`src/verilog/flow_pkg.sv`:
```
// Summary of operation
// - tristate mode off, in flow: all six control pins enabled except open-drain pins at level one; levels from active pattern.
// - tristate mode on: pattern 3:0 are levels, 7:4 enables, CMOS, pins 4-5 off.
// - tristate mode off: drive-type bit one gives open drain, zero gives CMOS.
// - in flow, waveform opcode ignored; pattern chosen by flow logic result.
// - role bit zero: master, strobe is the selected control pin.
// - role bit one: slave, strobe is the selected ready pin, driven externally.
// - slave role: async bit selects synchronous or asynchronous ready strobe.
// - master role: toggle-level bit picks result that toggles strobe; else freeze.
// - master exit: strobe pin returns to waveform opcodes unless hold bit set.
// - three-bit select field indexes one of six control or ready pins.
// - in flow, data moves only when the selected strobe directs.
package flow_pkg;
   localparam int num_ctl = 6;
   localparam int num_tri = 4;
   localparam int addr_w = 18;
   localparam int clk_period_ps = 5000;
   localparam int strobe_half_ns = 10;
   localparam int strobe_half_cycles =
      ((strobe_half_ns * 1000) + clk_period_ps - 1) / clk_period_ps;
   localparam int div_w = 4;
   localparam logic [div_w-1:0] div_last = div_w'(strobe_half_cycles - 1);
   localparam logic [15:0] idx_eq0 = 16'hE6C8;
   localparam logic [15:0] idx_eq1 = 16'hE6C9;
   localparam logic [15:0] idx_stb = 16'hE6CB;
   localparam logic [15:0] idx_drive = 16'hE6D0;
   localparam logic [15:0] idx_status = 16'hE6D1;
   localparam logic [addr_w-1:0] addr_eq0 = {idx_eq0, 2'b00};
   localparam logic [addr_w-1:0] addr_eq1 = {idx_eq1, 2'b00};
   localparam logic [addr_w-1:0] addr_stb = {idx_stb, 2'b00};
   localparam logic [addr_w-1:0] addr_drive = {idx_drive, 2'b00};
   localparam logic [addr_w-1:0] addr_status = {idx_status, 2'b00};
   localparam logic [7:0] stb_rst = 8'h20;
   localparam logic [7:0] pattern_rst = 8'h00;
   localparam logic [7:0] drive_rst = 8'h00;
   localparam logic [7:0] stb_wmask = 8'hF7;
   localparam int bit_role = 7;
   localparam int bit_async = 6;
   localparam int bit_toggle = 5;
   localparam int bit_strobe_hold_on_exit_bit = 4;
   localparam int bit_tristate = 7;
   localparam int sel_lsb = 0;
   localparam logic [2:0] sel_max = 3'h5;
   localparam logic [2:0] dec_none = 3'h0;
   localparam logic [2:0] dec_eq0 = 3'h1;
   localparam logic [2:0] dec_eq1 = 3'h2;
   localparam logic [2:0] dec_stb = 3'h3;
   localparam logic [2:0] dec_drive = 3'h4;
   localparam logic [2:0] dec_status = 3'h5;
   typedef enum logic [1:0] {st_idle, st_flow, st_strobe_hold_on_exit_bit} flow_st_t;
endpackage

```
`src/verilog/flow_strobe_ctl.sv`:
```
// The APB interface to the registers is this design's own decision.
`timescale 1ns/1ps
module flow_strobe_ctl
   import flow_pkg::*;
(
   input wire logic pclk,
   input wire logic presetn,
   input wire logic [flow_pkg::addr_w-1:0] paddr,
   input wire logic psel,
   input wire logic penable,
   input wire logic pwrite,
   input wire logic [31:0] pwdata,
   output logic pready,
   output logic [31:0] prdata,
   output logic pslverr,
   input wire logic flow_state,
   input wire logic flow_logic_result,
   input wire logic [flow_pkg::num_ctl-1:0] wf_ctl_level,
   input wire logic [flow_pkg::num_ctl-1:0] wf_ctl_drive,
   input wire logic [flow_pkg::num_ctl-1:0] rdy_in,
   output logic [flow_pkg::num_ctl-1:0] ctl_o,
   output logic [flow_pkg::num_ctl-1:0] ctl_oe_n,
   output logic data_move,
   output logic strobe_level
);
   import flow_pkg::*;

   function automatic logic [2:0] reg_decode(input logic [addr_w-1:0] a);
      logic [2:0] d;
      d = dec_none;
      case (a)
         addr_eq0: d = dec_eq0;
         addr_eq1: d = dec_eq1;
         addr_stb: d = dec_stb;
         addr_drive: d = dec_drive;
         addr_status: d = dec_status;
         default: d = dec_none;
      endcase
      return d;
   endfunction

   // register file and apb slave
   logic pready_r, pready_nxt;
   logic [31:0] prdata_r, prdata_nxt;
   logic pslverr_r, pslverr_nxt;
   logic [7:0] eq0_r, eq0_nxt;
   logic [7:0] eq1_r, eq1_nxt;
   logic [7:0] stb_r, stb_nxt;
   logic [7:0] drive_r, drive_nxt;
   logic [7:0] status_byte;
   logic [2:0] wr_dec, rd_dec;
   logic access, wr_en;

   // flow sequencing and strobe
   flow_st_t st_r, st_nxt;
   logic strobe_r, strobe_nxt;
   logic [div_w-1:0] cnt_r, cnt_nxt;
   logic move_r, move_nxt;
   logic prev_r, prev_nxt;
   logic [num_ctl-1:0] direct_r, direct_nxt;
   logic [num_ctl-1:0] rdy_sync;
   logic [num_ctl-1:0] ctl_r, ctl_nxt;
   logic [num_ctl-1:0] oen_r, oen_nxt;

   logic slave, async_mode, toggle_lvl, strobe_hold_on_exit_bit, tristate, sel_ok, sel_level, rise;
   logic [2:0] sel;
   logic [7:0] pattern;
   logic in_flow, master_active, toggling;

   assign slave = stb_r[bit_role];
   assign async_mode = stb_r[bit_async];
   assign toggle_lvl = stb_r[bit_toggle];
   assign strobe_hold_on_exit_bit = stb_r[bit_strobe_hold_on_exit_bit];
   assign sel = stb_r[sel_lsb +: 3];
   assign tristate = drive_r[bit_tristate];
   assign sel_ok = (sel <= sel_max);
   assign pattern = flow_logic_result ? eq1_r : eq0_r;
   assign in_flow = (st_r == st_flow);
   assign master_active = !slave && sel_ok && (st_r != st_idle);
   assign toggling = in_flow && !slave && sel_ok && (flow_logic_result == toggle_lvl);
   assign sel_level = sel_ok ? (async_mode ? rdy_sync[sel] : direct_r[sel]) : 1'b0;
   assign rise = sel_level && !prev_r;
   assign status_byte = {(st_r != st_idle), strobe_r, ctl_r};

   ready_sync u_sync (
      .pclk(pclk),
      .presetn(presetn),
      .d(rdy_in),
      .q(rdy_sync)
   );

   always_comb begin
      access = psel && penable && !pready_r;
      wr_en = psel && penable && pready_r && pwrite;
      wr_dec = reg_decode(paddr);
      rd_dec = reg_decode(paddr);
      pready_nxt = access;
      prdata_nxt = prdata_r;
      pslverr_nxt = 1'b0;
      eq0_nxt = eq0_r;
      eq1_nxt = eq1_r;
      stb_nxt = stb_r;
      drive_nxt = drive_r;
      if (access) begin
         pslverr_nxt = (rd_dec == dec_none);
         case (rd_dec)
            dec_eq0: prdata_nxt = {24'h000000, eq0_r};
            dec_eq1: prdata_nxt = {24'h000000, eq1_r};
            dec_stb: prdata_nxt = {24'h000000, stb_r};
            dec_drive: prdata_nxt = {24'h000000, drive_r};
            dec_status: prdata_nxt = {24'h000000, status_byte};
            default: prdata_nxt = 32'h00000000;
         endcase
      end
      if (wr_en) begin
         case (wr_dec)
            dec_eq0: eq0_nxt = pwdata[7:0];
            dec_eq1: eq1_nxt = pwdata[7:0];
            dec_stb: stb_nxt = pwdata[7:0] & stb_wmask;
            dec_drive: drive_nxt = pwdata[7:0];
            default: eq0_nxt = eq0_r;
         endcase
      end
   end

   always_ff @(posedge pclk or negedge presetn) begin
      if (!presetn) begin
         pready_r <= 1'b0;
         prdata_r <= 32'h00000000;
         pslverr_r <= 1'b0;
         eq0_r <= pattern_rst;
         eq1_r <= pattern_rst;
         stb_r <= stb_rst;
         drive_r <= drive_rst;
      end else begin
         pready_r <= pready_nxt;
         prdata_r <= prdata_nxt;
         pslverr_r <= pslverr_nxt;
         eq0_r <= eq0_nxt;
         eq1_r <= eq1_nxt;
         stb_r <= stb_nxt;
         drive_r <= drive_nxt;
      end
   end

   always_comb begin
      st_nxt = st_r;
      strobe_nxt = strobe_r;
      cnt_nxt = cnt_r;
      move_nxt = 1'b0;
      direct_nxt = rdy_in;
      prev_nxt = sel_level;
      case (st_r)
         st_idle: begin
            cnt_nxt = '0;
            if (flow_state) begin
               st_nxt = st_flow;
               strobe_nxt = sel_ok ? eq0_r[sel] : 1'b0;
            end
         end
         st_flow: begin
            if (!flow_state) begin
               st_nxt = (!slave && strobe_hold_on_exit_bit) ? st_strobe_hold_on_exit_bit : st_idle;
            end else if (toggling) begin
               if (cnt_r == div_last) begin
                  cnt_nxt = '0;
                  strobe_nxt = !strobe_r;
                  move_nxt = 1'b1;
               end else begin
                  cnt_nxt = cnt_r + 1'b1;
               end
            end else if (slave && sel_ok && rise) begin
               move_nxt = 1'b1;
            end
         end
         st_strobe_hold_on_exit_bit: begin
            if (flow_state) begin
               st_nxt = st_flow;
            end else if (!strobe_hold_on_exit_bit || slave) begin
               st_nxt = st_idle;
            end
         end
         default: st_nxt = st_idle;
      endcase
   end

   always_ff @(posedge pclk or negedge presetn) begin
      if (!presetn) begin
         st_r <= st_idle;
         strobe_r <= 1'b0;
         cnt_r <= '0;
         move_r <= 1'b0;
         prev_r <= 1'b0;
         direct_r <= '0;
      end else begin
         st_r <= st_nxt;
         strobe_r <= strobe_nxt;
         cnt_r <= cnt_nxt;
         move_r <= move_nxt;
         prev_r <= prev_nxt;
         direct_r <= direct_nxt;
      end
   end

   // per-pin level and enable
   generate
      for (genvar i = 0; i < num_ctl; i++) begin : g_pin
         logic lvl, want, od;
         always_comb begin
            lvl = in_flow ? pattern[i] : wf_ctl_level[i];
            if (master_active && (sel == 3'(i))) begin
               lvl = strobe_r;
            end
            if (tristate) begin
               want = (i < num_tri) ? (in_flow ? pattern[(i % num_tri) + num_tri]
                                               : wf_ctl_drive[i])
                                    : 1'b0;
               od = 1'b0;
            end else begin
               want = in_flow ? 1'b1 : wf_ctl_drive[i];
               od = drive_r[i];
            end
         end
         assign ctl_nxt[i] = lvl && !od;
         assign oen_nxt[i] = !(want && !(od && lvl));
      end
   endgenerate

   always_ff @(posedge pclk or negedge presetn) begin
      if (!presetn) begin
         ctl_r <= '0;
         oen_r <= '1;
      end else begin
         ctl_r <= ctl_nxt;
         oen_r <= oen_nxt;
      end
   end

   assign pready = pready_r;
   assign prdata = prdata_r;
   assign pslverr = pslverr_r;
   assign ctl_o = ctl_r;
   assign ctl_oe_n = oen_r;
   assign data_move = move_r;
   assign strobe_level = strobe_r;

   all_enabled_a: assert property (
      @(posedge pclk) disable iff (!presetn)
      (in_flow && !tristate && drive_r[5:0] == 6'h00) |=> (ctl_oe_n == 6'h00))
      else $error("control pins not all driven in flow");

   tri_upper_off_a: assert property (
      @(posedge pclk) disable iff (!presetn)
      (tristate && in_flow)
      |=> (ctl_oe_n[5:4] == 2'b11 && ctl_oe_n[3:0] == ~$past(pattern[7:4])))
      else $error("tristate mode pin enables wrong");

   open_drain_a: assert property (
      @(posedge pclk) disable iff (!presetn)
      (in_flow && !tristate && drive_r[1] && !(master_active && sel == 3'h1) && pattern[1])
      |=> (ctl_oe_n[1] && !ctl_o[1]))
      else $error("open drain pin not released");

   pattern_pick_a: assert property (
      @(posedge pclk) disable iff (!presetn)
      (in_flow && !master_active && !tristate && flow_logic_result)
      |=> (ctl_o == $past(eq1_r[5:0] & ~drive_r[5:0])))
      else $error("flow pattern one not driven");

   slave_edge_a: assert property (
      @(posedge pclk) disable iff (!presetn)
      (in_flow && flow_state && slave && sel_ok && rise) |=> data_move)
      else $error("ready strobe edge not acted on");

   sync_latency_a: assert property (
      @(posedge pclk) disable iff (!presetn)
      (in_flow && slave && !async_mode && sel_ok && $rose(rdy_in[sel]))
      ##1 (in_flow && flow_state && slave && !async_mode && $stable(sel)) |=> data_move)
      else $error("synchronous ready strobe latency wrong");

   async_latency_a: assert property (
      @(posedge pclk) disable iff (!presetn)
      (in_flow && slave && async_mode && sel_ok && $rose(rdy_in[sel])
      && !$past(rdy_in[sel], 2))
      ##1 (in_flow && slave && async_mode && $stable(sel)) |=> !data_move)
      else $error("asynchronous ready strobe bypassed synchroniser");

   async_move_a: assert property (
      @(posedge pclk) disable iff (!presetn)
      (in_flow && slave && async_mode && sel_ok && $rose(rdy_in[sel]))
      ##2 (in_flow && flow_state && slave && async_mode && $stable(sel)) |=> data_move)
      else $error("asynchronous ready strobe edge lost");

   freeze_a: assert property (
      @(posedge pclk) disable iff (!presetn)
      (in_flow && flow_state && !slave && flow_logic_result != toggle_lvl)
      |=> ($stable(strobe_r) && !data_move))
      else $error("master strobe moved while frozen");

   exit_a: assert property (
      @(posedge pclk) disable iff (!presetn)
      (in_flow && !flow_state && !slave && !strobe_hold_on_exit_bit) |=> (st_r == st_idle))
      else $error("master strobe kept after exit");

   bad_select_a: assert property (
      @(posedge pclk) disable iff (!presetn)
      (in_flow && !sel_ok) |=> !data_move)
      else $error("data moved with no strobe pin selected");
endmodule

```
`src/verilog/ready_sync.sv`:
```
`timescale 1ns/1ps
module ready_sync
   import flow_pkg::*;
(
   input wire logic pclk,
   input wire logic presetn,
   input wire logic [flow_pkg::num_ctl-1:0] d,
   output logic [flow_pkg::num_ctl-1:0] q
);
   logic [num_ctl-1:0] s1_r;
   logic [num_ctl-1:0] s2_r;

   always_ff @(posedge pclk or negedge presetn) begin
      if (!presetn) begin
         s1_r <= '0;
         s2_r <= '0;
      end else begin
         s1_r <= d;
         s2_r <= s1_r;
      end
   end

   assign q = s2_r;
endmodule
```
`config.mk`:
```
export PLATFORM = sky130hd
export DESIGN_NAME = flow_strobe_ctl
export DESIGN_NICKNAME = d
export VERILOG_FILES = /design/src/verilog/flow_pkg.sv /design/src/verilog/flow_strobe_ctl.sv /design/src/verilog/ready_sync.sv
export SDC_FILE = /design/constraint.sdc
export NUM_CORES = 1
export LEC_CHECK = 0
export BUFFER_PORTS_ARGS = -buffer_cell sky130_fd_sc_hd__buf_2
export CORE_UTILIZATION = 56
export CTS_BUF_LIST = sky130_fd_sc_hd__clkbuf_8
export CTS_CLUSTER_DIAMETER = 80
export DETAILED_ROUTE_END_ITERATION = 7
export PLACE_DENSITY = 0.87
export REMOVE_ABC_BUFFERS = 1
export SLEW_MARGIN = 20
export SYNTH_ARGS = -nofsm -noshare
export SYNTH_HDL_FRONTEND = slang
export SYNTH_SLANG_ARGS = --single-unit
```
`constraint.sdc`:
```
create_clock -name pclk -period 4.8 [get_ports pclk]
set_clock_uncertainty 0.05 [all_clocks]
set_input_delay 0.96 -clock pclk [delete_from_list [all_inputs] [get_ports pclk]]
set_output_delay 0.96 -clock pclk [all_outputs]
set_load 0.02 [all_outputs]
```
Yosys cells after proc, flatten, opt, wreduce, memory -nomap -nowiden
Index checks and enable logic that the tools add are counted.
{"block": "classes", "n_addsub": 1, "order_cmp": 2, "n_eq_ne": 25, "muxes": 67, "reduce_logical": 73}
{"op": "$eq A18 B18 Y1 const B", "n": 5}
{"op": "$mux W1", "n": 50}
{"op": "$pmux W8 S5", "n": 1}
{"op": "$logic_and A1 B1 Y1", "n": 37}
{"op": "$logic_not A1 Y1", "n": 23}
{"op": "$pmux W3 S5", "n": 1}
{"op": "$eq A3 B2 Y1 const B", "n": 4}
{"op": "$eq A3 B3 Y1 const B", "n": 4}
{"op": "$mux W4", "n": 3}
{"op": "$mux W2", "n": 5}
{"op": "$bmux W1 S3", "n": 3}
{"op": "$mux W8", "n": 1}
{"op": "$pmux W4 S2", "n": 1}
{"op": "$reduce_and A2 Y1", "n": 4}
{"op": "$eq A3 B1 Y1 const B", "n": 2}
{"op": "$logic_not A3 Y1", "n": 2}
{"op": "$ne A2 B2 Y1 const B", "n": 3}
{"op": "$pmux W2 S3", "n": 1}
{"op": "$reduce_and A3 Y1", "n": 2}
{"op": "$reduce_and A5 Y1", "n": 1}
{"op": "$add A4 B1 Y4 const B", "n": 1}
{"op": "$eq A4 B1 Y1 const B", "n": 1}
{"op": "$lt A3 B4 Y1 const B", "n": 1}
{"op": "$ne A2 B1 Y1 const B", "n": 2}
{"op": "9 further kinds", "n": 10}
{"block": "word_totals", "register_bits": 98, "inputBits": 75, "output_inout_bits": 48, "wordCells": 184}

Depth between registers and ports, before layout
{"block": "depth", "ltp_word": 10, "depth_mapped": 7}

Cells and area by module
Synthesis repeated with hierarchy kept, for this count alone.
{"block": "unflattened", "hier_cells": 340, "area_unflattened_um2": 3921.3}
{"module": "flow_strobe_ctl", "n_inst": 1, "cells_each": 328, "area_per_inst_um2": 3621.0, "seq_area_each_um2": 1710.4}
{"module": "ready_sync", "n_inst": 1, "cells_each": 12, "area_per_inst_um2": 300.3, "seq_area_each_um2": 300.3}

Least setup slack after synthesis
No wires, ideal clock.
{"block": "synth_path", "path_type": "in2reg", "start": "input port paddr[0] in the netlist's numbering", "end": "register drive_r[1]", "setup_time_ns": 0.125, "t_arrival_ns": 2.290, "required_time_ns": 4.625, "path_slack_ns": 2.335, "stages": 6, "path_cell_list": "nand4bb_1 -> buf_6 -> or3_4 -> nor4_4 -> buf_6 -> mux2_4"}
{"block": "synth_via", "elab_chain_cells": 4}
{"element": "start: declaration", "line": "flow_strobe_ctl.sv:8", "text": "input wire logic [flow_pkg::addr_w-1:0] paddr,"}
{"element": "$eq A18 B18 Y1", "line": "flow_strobe_ctl.sv:31", "text": "case (a)"}
{"element": "$pmux W3 S5 *", "line": "flow_strobe_ctl.sv:31"}
{"element": "$eq A3 B3 Y1 *", "line": "flow_strobe_ctl.sv:116", "text": "case (wr_dec)"}
{"element": "$reduce_and A2 Y1 (no line) *"}
{"element": "end signal: assignment", "line": "flow_strobe_ctl.sv:134", "text": "drive_r <= drive_rst;"}
{"element": "end signal: assignment", "line": "flow_strobe_ctl.sv:142", "text": "drive_r <= drive_nxt;"}
{"element": "end: declaration", "line": "flow_strobe_ctl.sv:49", "text": "logic [7:0] drive_r, drive_nxt;"}
Mark *: on every way between the ends. The rest lies on a longest branch, timed or not.
A chain may end at the register's enable or synchronous reset.

Final worst setup path
{"block": "layout_path", "start": "input port paddr[0] in the netlist's numbering", "end": "register eq1_r[4]"}
{"block": "layout_via", "elab_chain_cells": 4}
{"element": "$eq A18 B18 Y1", "line": "flow_strobe_ctl.sv:31"}
{"element": "$pmux W3 S5 *", "line": "flow_strobe_ctl.sv:31"}
{"element": "$eq A3 B2 Y1 *", "line": "flow_strobe_ctl.sv:116"}
{"element": "$reduce_and A2 Y1 (no line) *"}
{"element": "end signal: assignment", "line": "flow_strobe_ctl.sv:132", "text": "eq1_r <= pattern_rst;"}
{"element": "end signal: assignment", "line": "flow_strobe_ctl.sv:140", "text": "eq1_r <= eq1_nxt;"}
{"element": "end: declaration", "line": "flow_strobe_ctl.sv:47", "text": "logic [7:0] eq1_r, eq1_nxt;"}
Marked as above.

==> metrics.yaml <==
worst_setup_path:
  cp-start-kind: "input port"
  crit_required_ns: 5.00
  path_max_fanout: 9
  critPathKind: "in2reg"
  reg2reg_depth: 4
  worst_setup_path_end_kind: "flip-flop"
  cp.arrival_ns: 3.37
timing:
  period_needed_ns: 3.172
  slew_headroom: 0.3393
  post-route-worst-setup-slack_ns: 1.628
  max_freq_mhz: 315.3
  rsz0062_at_grt: "no"
  finalCritPeriodShare: 0.6608
  hold_viol_final: 0
  tightest_slew_ns: 0.9837
  fin_tns_setup_ns: 0
  maxSlewViolCount: 0
  report.final.setup_viol: 0
route:
  viasPerCell: 5.994
  top_layer: "met4"
  met1Wirelength_um: 3695
  ant_nets: 0
  drc_errors: 0
  dr_wl_met3_um: 740
  dr_wl_met2_um: 4437
  firstDrtPassIters: 5
  vias: 2955
  wl_per_cell_um: 18.43
  wirelength_um: 9087
  drtIter0Drc: 279
synthesis:
  synth_most_common_cell: "dfrtp_1"
  syn_inst: 344
  synthTopCellsByCount: "dfrtp_1, mux2_2, buf_4"
  synthFlopType: "dfrtp_1"
  synth_area_leaders: "dfrtp_1, mux2_2, buf_4"
  yosysWarnings: 0
  synthDistinctLibCells: 58
  synth-seq-area-share: 0.4795
  async_flop_share: 1.000
  synth_area_um2: 3880
  synth.largest_area_cell: "dfrtp_1"
  synth.avg_cell_area_um2: 11.28
  synth_edf_count: 0
  ys_seq_elements: 74
  synth_top_area_share: 0.4321
global_route:
  grt_max_degree: 39
  grt_pass1_wl_um: 14030
  grt_pass1_vias: 2834
  grt_usage: 0.2637
  grt-ovfl-total: 0
  antenna_found_initial: 0
die:
  rows: 29
  die_w_um: 85.24
  coreArea_um2: 6531
  fp.dieH_um: 85.24
  start_util: 0.5941
  io_pins: 123
  die-area_um2: 7265
layout:
  fin_nets: 488
  final_layout_size_suffix_gt1_frac: 0.3510
  area_delta_synth_final_pct: 13.61
  antenna_cells: 0
placement:
  post-place-ws_ns: 1.346
  port_buffers: 74
  dp_hpwl_um: 6312
  gp_congestion: 0.8521
cts:
  clkSinkCount: 74
  worstSkewPairLatency_ns: 0.36
  cts_buffers: 9
  cts_max_level: 3
  clk_path_buf_depth: 2
  cts_resized: 0
  ctsRootBufferMaster: "clkbuf_8"
  post_cts_buffers: 0
  cts_hold_buf: 0
  clk_pin_slew_ns: 0.08
  cts_tree: "done"
min_path:
  hold_path.class: "reg2reg"
  hold_path_depth: 0
power:
  p_per_area_nw_per_um2: 312.6
  p_leak_nw: 2.083
  ir_worst_vdd_mv: 0.2812
flow_run:
  maxCapViolCount: 0
run_status:
  status: "complete, no violations"
layout make-up:
class                   instances  area (um2)
fillers                       498        2123
clock buffers                   9       123.9
repair buffers                 75       377.9
multi-input cells             240        1789
clock inverters                 7       118.9
inverters                      11       41.29
well taps                      77       96.34
flip-flops and latches         74        1861
worst paths after layout:
path / to / slack, ns / startpoint
min in group asynchronous: prdata[6] / 0.65 / presetn
min reg2reg: u_sync.q[3] / 0.33 / direct_r[3]
max reg2reg: eq1_r[4] / 2.51 / pready
min: u_sync.q[3] / 0.33 / direct_r[3]
max: eq1_r[4] / 1.63 / paddr[0]
max in group asynchronous: ctl_oe_n[1] / 3.03 / presetn
layer usage:
metal	track usage	vias to the layer above
li1	-	1337
met3	0.06128	21
met2	0.4179	158
met4	0.1310	0
met1	0.3431	1439
met5	0	-
cell families (layout without fill, tap and decap cells):
| group | Yosys count | after routing | synth area share |
|---|---|---|---|
| compound gates | 74 | 74 | 0.1277 |
| xor+xnor | 2 | 2 | 0.004515 |
| fa+ha+maj | 2 | 2 | 0.006449 |
| buf+inv | 53 | 102 | 0.08223 |
| flops | 74 | 74 | 0.4795 |
| mux | 51 | 51 | 0.1554 |
| other cells | 1 | 24 | 0.0009665 |
| simple gates | 87 | 87 | 0.1432 |
metrics by stage:
step | area, um2 | util | power, mW | std cells | hold slack [ns]
global placement | 4163 | 0.6374 | 0.8017 | 477 | 0.3123
finish | 4408 | 0.6749 | 1.378 | 493 | 0.3296
detailed placement | 4163 | 0.6374 | 0.8062 | 477 | 0.3151
floorplan | 3689 | - | 0.7409 | 325 | 0.2993
global route | 4408 | 0.6749 | 1.424 | 493 | 0.3450
CTS | 4405 | 0.6745 | 1.383 | 493 | 0.3325
flip-flops by register name, indices dropped and copies added, names as in the netlist:
name and count:
st_r 2, data_move 1, ctl_oe_n 6, pslverr 1, prev_r 1, eq1_r 8, u_sync.q 6, direct_r 6
ctl_o 6, prdata 8, strobe_level 1, eq0_r 8, drive_r 8, pready 1, cnt_r 4, stb_r 7
power breakdown:
| group | switching (mW) | internal [mW] |
|---|---|---|
| combinational | 0.0889 | 0.0478 |
| clock | 0.237 | 0.345 |
| sequential | 0.0165 | 0.643 |
| total | 0.343 | 1.04 |
placed cells by master, fill, tap and decap left out, types with 2 or more instances in the layout:
master / Yosys / routed
ha_1: 2 / 2
mux4_2: 3 / 3
nand4_1: 2 / 2
nand2b_1: 6 / 6
mux2_2: 27 / 27
clkbuf_8: 0 / 9
inv_1: 11 / 12
nor3b_1: 2 / 2
and2_1: 7 / 7
a21oi_1: 11 / 11
xnor2_1: 2 / 2
a21o_1: 2 / 2
nor2b_1: 5 / 4
a2bb2oi_1: 3 / 3
nor4_2: 2 / 2
a32o_1: 2 / 2
a22o_1: 6 / 6
nor2_1: 9 / 9
clkinv_4: 0 / 2
dfstp_2: 7 / 7
a211oi_1: 4 / 4
dfrtp_1: 67 / 67
nor3_1: 5 / 5
mux2i_1: 16 / 16
bufinv_16: 0 / 3
nor2_4: 2 / 2
mux2_4: 4 / 4
a31oi_1: 8 / 8
nand3b_1: 2 / 2
o21ai_0: 20 / 20
o221ai_1: 6 / 6
and4bb_2: 3 / 3
conb_1: 1 / 24
nand3_1: 9 / 9
a22oi_1: 7 / 7
nand2_1: 19 / 19
buf_2: 6 / 74
worst max-delay path, cell delays in order:
cell and delay (ns):
buf_2 0.10, nand4bb_1 0.45, nor3b_4 0.59, nor2b_1 0.85, mux2_2 0.42
Power figures use the tool's default switching activity.
